$ cat src/design/cal_volume_pkg.sv
// Register map, reset values and carrier types for the channel 3/4 trim registers.
package cal_volume_pkg;

   // ==========================================================================
   // Register offsets
   localparam logic [7:0] THIRD_GAIN_REGISTER_ADDR   = 8'h49;
   localparam logic [7:0] THIRD_PHASE_REGISTER_ADDR  = 8'h4a;
   localparam logic [7:0] FOURTH_VOLUME_REGISTER_ADDR = 8'h4d;
   localparam logic [7:0] FOURTH_GAIN_REGISTER_ADDR  = 8'h4e;
   localparam logic [7:0] FOURTH_PHASE_REGISTER_ADDR = 8'h4f;

   // ==========================================================================
   // Reset values
   localparam logic [7:0] GAIN_REGISTER_RESET   = 8'h80;
   localparam logic [7:0] PHASE_REGISTER_RESET  = 8'h00;
   localparam logic [7:0] VOLUME_REGISTER_RESET = 8'hc9;

   // ==========================================================================
   // Field positions and decode constants
   localparam int         GAIN_FIELD_LSB    = 4;
   localparam int         GAIN_FIELD_MSB    = 7;
   localparam logic [3:0] GAIN_RESERVED_VAL = 4'h0;
   localparam logic [4:0] GAIN_ZERO_CODE    = 5'h08;
   localparam logic [8:0] VOLUME_ZERO_CODE  = 9'h0c9;
   localparam logic [7:0] VOLUME_MUTE_CODE  = 8'h00;
   localparam logic [7:0] UNMAPPED_READ_VAL = 8'h00;

   // ==========================================================================
   // Carrier types
   typedef struct packed {
      logic       wr;     // Write strobe.
      logic       rd;     // Read strobe.
      logic [7:0] addr;   // Register offset.
      logic [7:0] wdata;  // Write data.
   } reg_req_type;

   typedef struct packed {
      logic       valid;  // Read data valid, one cycle.
      logic [7:0] data;   // Read data.
   } reg_rsp_type;

   typedef struct packed {
      logic signed [4:0] gain_tenth_db;   // Gain trim in 0.1 dB steps.
      logic        [7:0] phase_delay;     // Delay in modulator clock cycles.
   } channel_trim_type;

endpackage : cal_volume_pkg

$ cat src/design/channel_cal_volume_regs.sv
// Calibration registers for input channels 3 and 4, volume register for channel 4, with phase delay lines.
`timescale 1ns/100ps

module channel_cal_volume_regs
   import cal_volume_pkg::*;
#(
   parameter int DELAY_DEPTH = 255
) (
   input  wire logic              clk,                    // 250 MHz clock.
   input  wire logic              rst_n,                  // Asynchronous reset, active low.
   input  wire reg_req_type       reg_req,                // Register access request.
   output reg_rsp_type            reg_rsp,                // Register read answer.
   input  wire logic              mod_tick,               // One pulse per modulator clock cycle.
   input  wire logic [1:0]        pdm_in,                 // Channel bits: [0] ch3, [1] ch4.
   output logic [1:0]             pdm_delayed,            // Phase-delayed channel bits.
   output channel_trim_type       third_trim,             // Channel 3 decoded trims.
   output channel_trim_type       fourth_trim,            // Channel 4 decoded trims.
   output logic                   fourth_volume_mute,     // Channel 4 muted.
   output logic signed [8:0]      fourth_volume_half_db   // Channel 4 volume in 0.5 dB steps.
);

   // ==========================================================================
   // Reset synchroniser
   // Reset takes hold at once but is released on a clock edge, so every register
   // leaves reset on the same edge. Only the second stage is read onward, which
   // keeps a metastable first stage away from the register bank.
   logic sync1_reg;
   logic sync2_reg;
   logic rst_sync_n;

   always_ff @(posedge clk or negedge rst_n) begin
      if (!rst_n) begin
         sync1_reg <= 1'b0;
         sync2_reg <= 1'b0;
      end else begin
         sync1_reg <= 1'b1;
         sync2_reg <= sync1_reg;
      end
   end
   assign rst_sync_n = sync2_reg;

   // ==========================================================================
   // Register storage
   // Reads use the stored value, so a read and a write to one offset on the same
   // edge answer the old contents. Offsets outside the map are never stored.
   logic [3:0]  third_gain_trim_reg,     third_gain_trim_next;
   logic [7:0]  third_phase_delay_reg,   third_phase_delay_next;
   logic [7:0]  fourth_volume_level_reg, fourth_volume_level_next;
   logic [3:0]  fourth_gain_trim_reg,    fourth_gain_trim_next;
   logic [7:0]  fourth_phase_delay_reg,  fourth_phase_delay_next;
   reg_rsp_type rsp_reg,                 rsp_next;

   always_comb begin
      third_gain_trim_next     = third_gain_trim_reg;
      third_phase_delay_next   = third_phase_delay_reg;
      fourth_volume_level_next = fourth_volume_level_reg;
      fourth_gain_trim_next    = fourth_gain_trim_reg;
      fourth_phase_delay_next  = fourth_phase_delay_reg;
      rsp_next.valid           = reg_req.rd;
      rsp_next.data            = rsp_reg.data;
      if (reg_req.wr) begin
         case (reg_req.addr)
            THIRD_GAIN_REGISTER_ADDR: begin
               third_gain_trim_next = reg_req.wdata[GAIN_FIELD_MSB:GAIN_FIELD_LSB];
            end
            THIRD_PHASE_REGISTER_ADDR: begin
               third_phase_delay_next = reg_req.wdata;
            end
            FOURTH_VOLUME_REGISTER_ADDR: begin
               fourth_volume_level_next = reg_req.wdata;
            end
            FOURTH_GAIN_REGISTER_ADDR: begin
               fourth_gain_trim_next = reg_req.wdata[GAIN_FIELD_MSB:GAIN_FIELD_LSB];
            end
            FOURTH_PHASE_REGISTER_ADDR: begin
               fourth_phase_delay_next = reg_req.wdata;
            end
            default: begin
            end
         endcase
      end
      if (reg_req.rd) begin
         case (reg_req.addr)
            THIRD_GAIN_REGISTER_ADDR: begin
               rsp_next.data = {third_gain_trim_reg, GAIN_RESERVED_VAL};
            end
            THIRD_PHASE_REGISTER_ADDR: begin
               rsp_next.data = third_phase_delay_reg;
            end
            FOURTH_VOLUME_REGISTER_ADDR: begin
               rsp_next.data = fourth_volume_level_reg;
            end
            FOURTH_GAIN_REGISTER_ADDR: begin
               rsp_next.data = {fourth_gain_trim_reg, GAIN_RESERVED_VAL};
            end
            FOURTH_PHASE_REGISTER_ADDR: begin
               rsp_next.data = fourth_phase_delay_reg;
            end
            default: begin
               rsp_next.data = UNMAPPED_READ_VAL;
            end
         endcase
      end
   end

   always_ff @(posedge clk or negedge rst_sync_n) begin
      if (!rst_sync_n) begin
         third_gain_trim_reg     <= GAIN_REGISTER_RESET[GAIN_FIELD_MSB:GAIN_FIELD_LSB];
         fourth_gain_trim_reg    <= GAIN_REGISTER_RESET[GAIN_FIELD_MSB:GAIN_FIELD_LSB];
         third_phase_delay_reg   <= PHASE_REGISTER_RESET;
         fourth_phase_delay_reg  <= PHASE_REGISTER_RESET;
         fourth_volume_level_reg <= VOLUME_REGISTER_RESET;
         rsp_reg                 <= '0;
      end else begin
         third_gain_trim_reg     <= third_gain_trim_next;
         third_phase_delay_reg   <= third_phase_delay_next;
         fourth_volume_level_reg <= fourth_volume_level_next;
         fourth_gain_trim_reg    <= fourth_gain_trim_next;
         fourth_phase_delay_reg  <= fourth_phase_delay_next;
         rsp_reg                 <= rsp_next;
      end
   end
   // The read data holds between reads; only the valid flag drops after one cycle.
   assign reg_rsp = rsp_reg;

   // ==========================================================================
   // Decoded trim outputs
   // Decodes are offsets from the 0 dB code, so clearing them in reset matches
   // the decode of the register reset values.
   channel_trim_type  third_trim_reg,  third_trim_next;
   channel_trim_type  fourth_trim_reg, fourth_trim_next;
   logic              mute_reg,        mute_next;
   logic signed [8:0] vol_reg,         vol_next;

   always_comb begin
      third_trim_next.gain_tenth_db  = $signed({1'b0, third_gain_trim_reg} - GAIN_ZERO_CODE);
      fourth_trim_next.gain_tenth_db = $signed({1'b0, fourth_gain_trim_reg} - GAIN_ZERO_CODE);
      third_trim_next.phase_delay    = third_phase_delay_reg;
      fourth_trim_next.phase_delay   = fourth_phase_delay_reg;
      // Volume code decode.
      // The level still follows the code when muted, so mute stands on its own.
      mute_next = (fourth_volume_level_reg == VOLUME_MUTE_CODE);
      vol_next  = $signed({1'b0, fourth_volume_level_reg} - VOLUME_ZERO_CODE);
   end

   always_ff @(posedge clk or negedge rst_sync_n) begin
      if (!rst_sync_n) begin
         third_trim_reg  <= '0;
         fourth_trim_reg <= '0;
         mute_reg        <= 1'b0;
         vol_reg         <= '0;
      end else begin
         third_trim_reg  <= third_trim_next;
         fourth_trim_reg <= fourth_trim_next;
         mute_reg        <= mute_next;
         vol_reg         <= vol_next;
      end
   end
   assign third_trim            = third_trim_reg;
   assign fourth_trim           = fourth_trim_reg;
   assign fourth_volume_mute    = mute_reg;
   assign fourth_volume_half_db = vol_reg;

   // ==========================================================================
   // Phase delay lines, one per channel
   // Tap N-1 holds the bit shifted in N ticks ago, so DELAY_DEPTH must stay at
   // least 255 for the full delay range. A zero delay bypasses the line.
   logic [7:0] delay_sel [2];
   assign delay_sel[0] = third_phase_delay_reg;
   assign delay_sel[1] = fourth_phase_delay_reg;

   genvar ch;
   generate
      for (ch = 0; ch < 2; ch++) begin : g_delay
         logic [DELAY_DEPTH-1:0] line_reg, line_next;
         logic                   out_reg,  out_next;

         always_comb begin
            line_next = line_reg;
            // The line moves only on a modulator tick, so delays count modulator cycles.
            if (mod_tick) begin
               line_next = {line_reg[DELAY_DEPTH-2:0], pdm_in[ch]};
            end
            if (delay_sel[ch] == 8'h00) begin
               out_next = pdm_in[ch];
            end else begin
               out_next = line_reg[delay_sel[ch] - 8'h01];
            end
         end

         always_ff @(posedge clk or negedge rst_sync_n) begin
            if (!rst_sync_n) begin
               line_reg <= '0;
               out_reg  <= 1'b0;
            end else begin
               line_reg <= line_next;
               out_reg  <= out_next;
            end
         end
         assign pdm_delayed[ch] = out_reg;
      end
   endgenerate

endmodule : channel_cal_volume_regs

$ cat config.mk
export PLATFORM = sky130hd
export DESIGN_NAME = channel_cal_volume_regs
export DESIGN_NICKNAME = d
export VERILOG_FILES = /design/src/design/cal_volume_pkg.sv /design/src/design/channel_cal_volume_regs.sv
export SDC_FILE = /design/constraint.sdc
export NUM_CORES = 1
export LEC_CHECK = 0
export CAP_MARGIN = 0
export CORE_MARGIN = 5
export CORE_UTILIZATION = 58
export DETAILED_ROUTE_END_ITERATION = 6
export DONT_BUFFER_PORTS = 1
export HOLD_SLACK_MARGIN = 0.03
export PLACE_DENSITY = 0.86
export SYNTH_ARGS = -nofsm -noshare
export SYNTH_HDL_FRONTEND = slang
export SYNTH_SLANG_ARGS = --single-unit
export TNS_END_PERCENT = 1
$ cat constraint.sdc
create_clock -name clk -period 17.6 [get_ports clk]
set_input_delay 0.88 -clock clk [delete_from_list [all_inputs] [get_ports clk]]
set_output_delay 0.88 -clock clk [all_outputs]
set_load 0.01 [all_outputs]
==> results.py <==
metrics = {
    "outcome": {
        "status": "complete, but fails checks",
        "violations": "max-slew violations",
    },
    "logic_synthesis": {
        "synth-main-ff-cell": "dfrtp_1",
        "synthArstFlopShare_pct": 100,
        "synth_seq_area_share_pct": 56.4,
        "netlist_instances": 1631,
        "synth_enable_flop_cells": 0,
        "synth.distinct_cells": 51,
        "syn-num-nets": 1659,
        "ys_warn_count": 0,
        "syn_avg_cell_area_um2": 16.0,
        "netlist_area_um2": 26200,
        "synth.ff_latch_count": 589,
    },
    "timing": {
        "fin_crit_sh_pct": 24.6,
        "clock.fmax_ghz": 0.231,
        "rsz0062_at_grt": "false",
        "hold_viol_final": 0,
        "skew_ns": 0.0147,
        "slew_viol_final": 336,
        "final.min_clock_period_ns": 4.33,
        "finalSetupViolCount": 0,
        "relSlewSlack_pct": -74.0,
        "worstMarginPinSlew_ns": 2.61,
        "fin_setup_tns_ns": 0,
    },
    "worst_setup_path": {
        "reg2reg_slack_ns": 13.27,
        "worstReg2RegEnd": "g_delay[0].out_reg$_DFF_PN0_",
        "cp_max_fo": 36,
        "worstPathCellList": "inv_1, ha_2, buf_4, mux4_2, mux4_2, nor2b_1, a211oi_2, a311oi_1, a22oi_1, nand3_1",
        "rr_worst_depth": 10,
        "reg2reg_from": "third_phase_delay_reg[0]$_DFFE_PN0P_",
        "cp.required_ns": 18.05,
        "arrival_ns": 4.78,
        "crit_family": "adder cells",
        "path_buf_inv": 2,
        "crit_top_cell": "mux4_2",
        "cpPeakStageDelay_ns": 0.92,
        "critical_path_class": "flip-flop to flip-flop",
        "end_kind": "flip-flop",
        "cp_slowest_cell": "ha_2",
        "crit_path_start_kind": "flip-flop",
    },
    "global_routing": {
        "grt_pass1_wl_mm": 79.9,
        "grt_pass1_vias": 15000,
        "antenna_found_initial": 1,
        "gr-usage-all-layers_pct": 19.3,
        "grt-ovfl-total": 0,
        "grt_max_degree": 511,
    },
    "layout": {
        "multi_input_area_um2": 10900,
        "final_design_area_no_fill_um2": 28500,
        "drive_gt1_share_pct": 48.5,
        "area_growth_pct": 9.08,
        "nets": 1632,
        "antennaDiodeCount": 0,
        "largest_reg_flops": 510,
        "regArea_um2": 14800,
        "nFillCells": 2873,
    },
    "cts": {
        "numCtsBuffers": 57,
        "cts_tree": "yes",
        "h-tree-depth": 2,
        "clk_latency_ns": 0.58,
        "cts_resized": 0,
        "path_clk_slew_ns": 0.06,
        "cts_sinks": 589,
        "cts_max_path_buffers": 3,
        "root_buffer": "clkbuf_16",
    },
    "place": {
        "io_buffers": 0,
        "dpl_cell_area_um2": 26600,
        "routabilityCongestion": 0.797,
        "dp_hpwl_mm": 28.2,
    },
    "power_and_ir_drop": {
        "power_frac_seq_pct": 49.8,
        "p_clk_share_pct": 41.6,
        "p_sw_uw": 683,
        "p_comb_share_pct": 8.6,
        "ir_drop_mv": 0.0862,
        "p_leak_uw": 0.0135,
        "power_density_nw_per_um2": 105,
        "swShare_pct": 22.9,
        "internal_power_uw": 2310,
    },
    "hold_path": {
        "hold_start": "reg_req[16]",
        "whs_endpoint": "reg_rsp[8]$_DFF_PN0_",
        "min_path_cells": 0,
        "hp-class": "input port to flip-flop",
    },
    "die": {
        "rows": 77,
        "coreArea_um2": 44400,
        "die_y_um": 222,
        "die_w_um": 222,
        "io_pins": 70,
        "start_util_pct": 58.9,
        "die_area_um2": 49500,
    },
    "drt": {
        "drt-vias-per-instance": 6.16,
        "ant_nets": 0,
        "drt_iter0_drc": 1107,
        "dr.pass1.iters": 6,
        "drc": 0,
        "wire_per_inst_um": 21.0,
        "wl_mm": 47.0,
        "vias": 13800,
    },
    "run": {
        "drv_cap": 0,
    },
}
==> power by group through the flow <==
stage / Combinational, µW / Clock (µW) / Sequential (µW)
final: 258 / 1240 / 1490
after global routing: 276 / 1320 / 1500
after CTS: 257 / 1260 / 1490
after detailed placement: 254 / 0 / 1510
after global placement: 245 / 0 / 1510
after floorplan: 212 / 0 / 1500
==> metal layers <==
metal  part of all wire [%]  up-vias  routed length [µm]  global-route usage [%]
met1                     44     7328               20700                    27.6
met2                     49      284               22900                    31.0
met4                    2.7        0                1250                    5.42
met5                      0        -                   0                       0
met3                    4.5       93                2090                    3.31
li1                       -     6089                   -                       -
==> cells in the mapped netlist (10+ instances only) <==
cell,n,area (µm²)
mux2_2,545,6140
mux2i_1,32,320
nand2_1,37,139
dfrtp_1,583,14600
o21ai_0,17,85.1
inv_1,18,67.6
nor2_1,19,71.3
buf_2,17,85.1
nor2b_1,10,62.6
clkbuf_1,65,244
mux4_2,130,2930
a21oi_1,14,70.1
==> area by class of cell <==
type                            count  share of cell area [%]
Clock buffer                       86                    5.91
Clock inverter                     16                   0.824
Inverter                           18                   0.237
Multi-Input combinational cell    920                    38.2
Sequential cell                   589                    51.7
Tap cell                          592                    2.60
Timing Repair Buffer               18                   0.526
==> worst max-delay path by stage <==
stage / start / slack [ns] / to / cells past startpoint
after floorplan: rst_sync_n$_DFF_PN0_ / 8.02 / fourth_gain_trim_reg[0]$_DFFE_PN0P_ / 0
after global placement: third_phase_delay_reg[0]$_DFFE_PN0P_ / 13.31 / g_delay[0].out_reg$_DFF_PN0_ / 10
after detailed placement: third_phase_delay_reg[0]$_DFFE_PN0P_ / 13.27 / g_delay[0].out_reg$_DFF_PN0_ / 10
after CTS: third_phase_delay_reg[0]$_DFFE_PN0P_ / 13.22 / g_delay[0].out_reg$_DFF_PN0_ / 10
after global routing: third_phase_delay_reg[0]$_DFFE_PN0P_ / 12.90 / g_delay[0].out_reg$_DFF_PN0_ / 10
final: third_phase_delay_reg[0]$_DFFE_PN0P_ / 13.27 / g_delay[0].out_reg$_DFF_PN0_ / 10
==> cell families (layout without fill, tap and decap cells) <==
kind of cell,after synthesis,count (layout),synth area share (%)
mux,713,713,36.5
simple gates,97,97,1.83
buf+inv,122,138,2.13
compound gates,88,88,2.38
fa+ha+maj,5,5,0.239
xor+xnor,16,16,0.564
other cells,1,1,0.0143
flops,589,589,56.4
==> cells in the final DEF (no fill, tap or decap), types with 4 or more instances in the layout <==
master and instances:
a221oi_1 7, mux2i_1 32, dfrtp_1 580, clkbuf_1 14, nor2_1 19, a22oi_1 7, mux4_1 6, nor3_1 5
nand2_1 37, o22ai_1 4, nor3b_1 5, o21ai_0 17, bufinv_16 6, mux4_2 130, dfstp_2 6, inv_1 18
buf_4 16, clkbuf_16 57, clkinv_2 8, xnor2_1 6, a21oi_1 14, mux2_2 545, xor2_1 7, clkbuf_8 15
nand3_1 7, a211oi_1 8, a22o_1 6, nor4_1 5, a222oi_1 4, nor2b_1 10
==> through the flow <==
step	cells	worst slack (ns)	hold WS (ns)	utilization, %	power (µW)
after CTS	2239	13.22	0.312	64.3	3010
after global placement	2136	13.31	0.333	59.9	1750
after global routing	2239	12.90	0.316	64.3	3090
after floorplan	1631	8.02	0.331	-	1710
final	2239	13.27	0.337	64.3	2990
after detailed placement	2136	13.27	0.337	59.9	1770
==> what timing repair did <==
action | in CTS | in global routing
buffers inserted | 0 | 0
hold buffers | 1 | 0
hold endpoints to repair | 2 | 0
(Power assumes the default switching activity.)
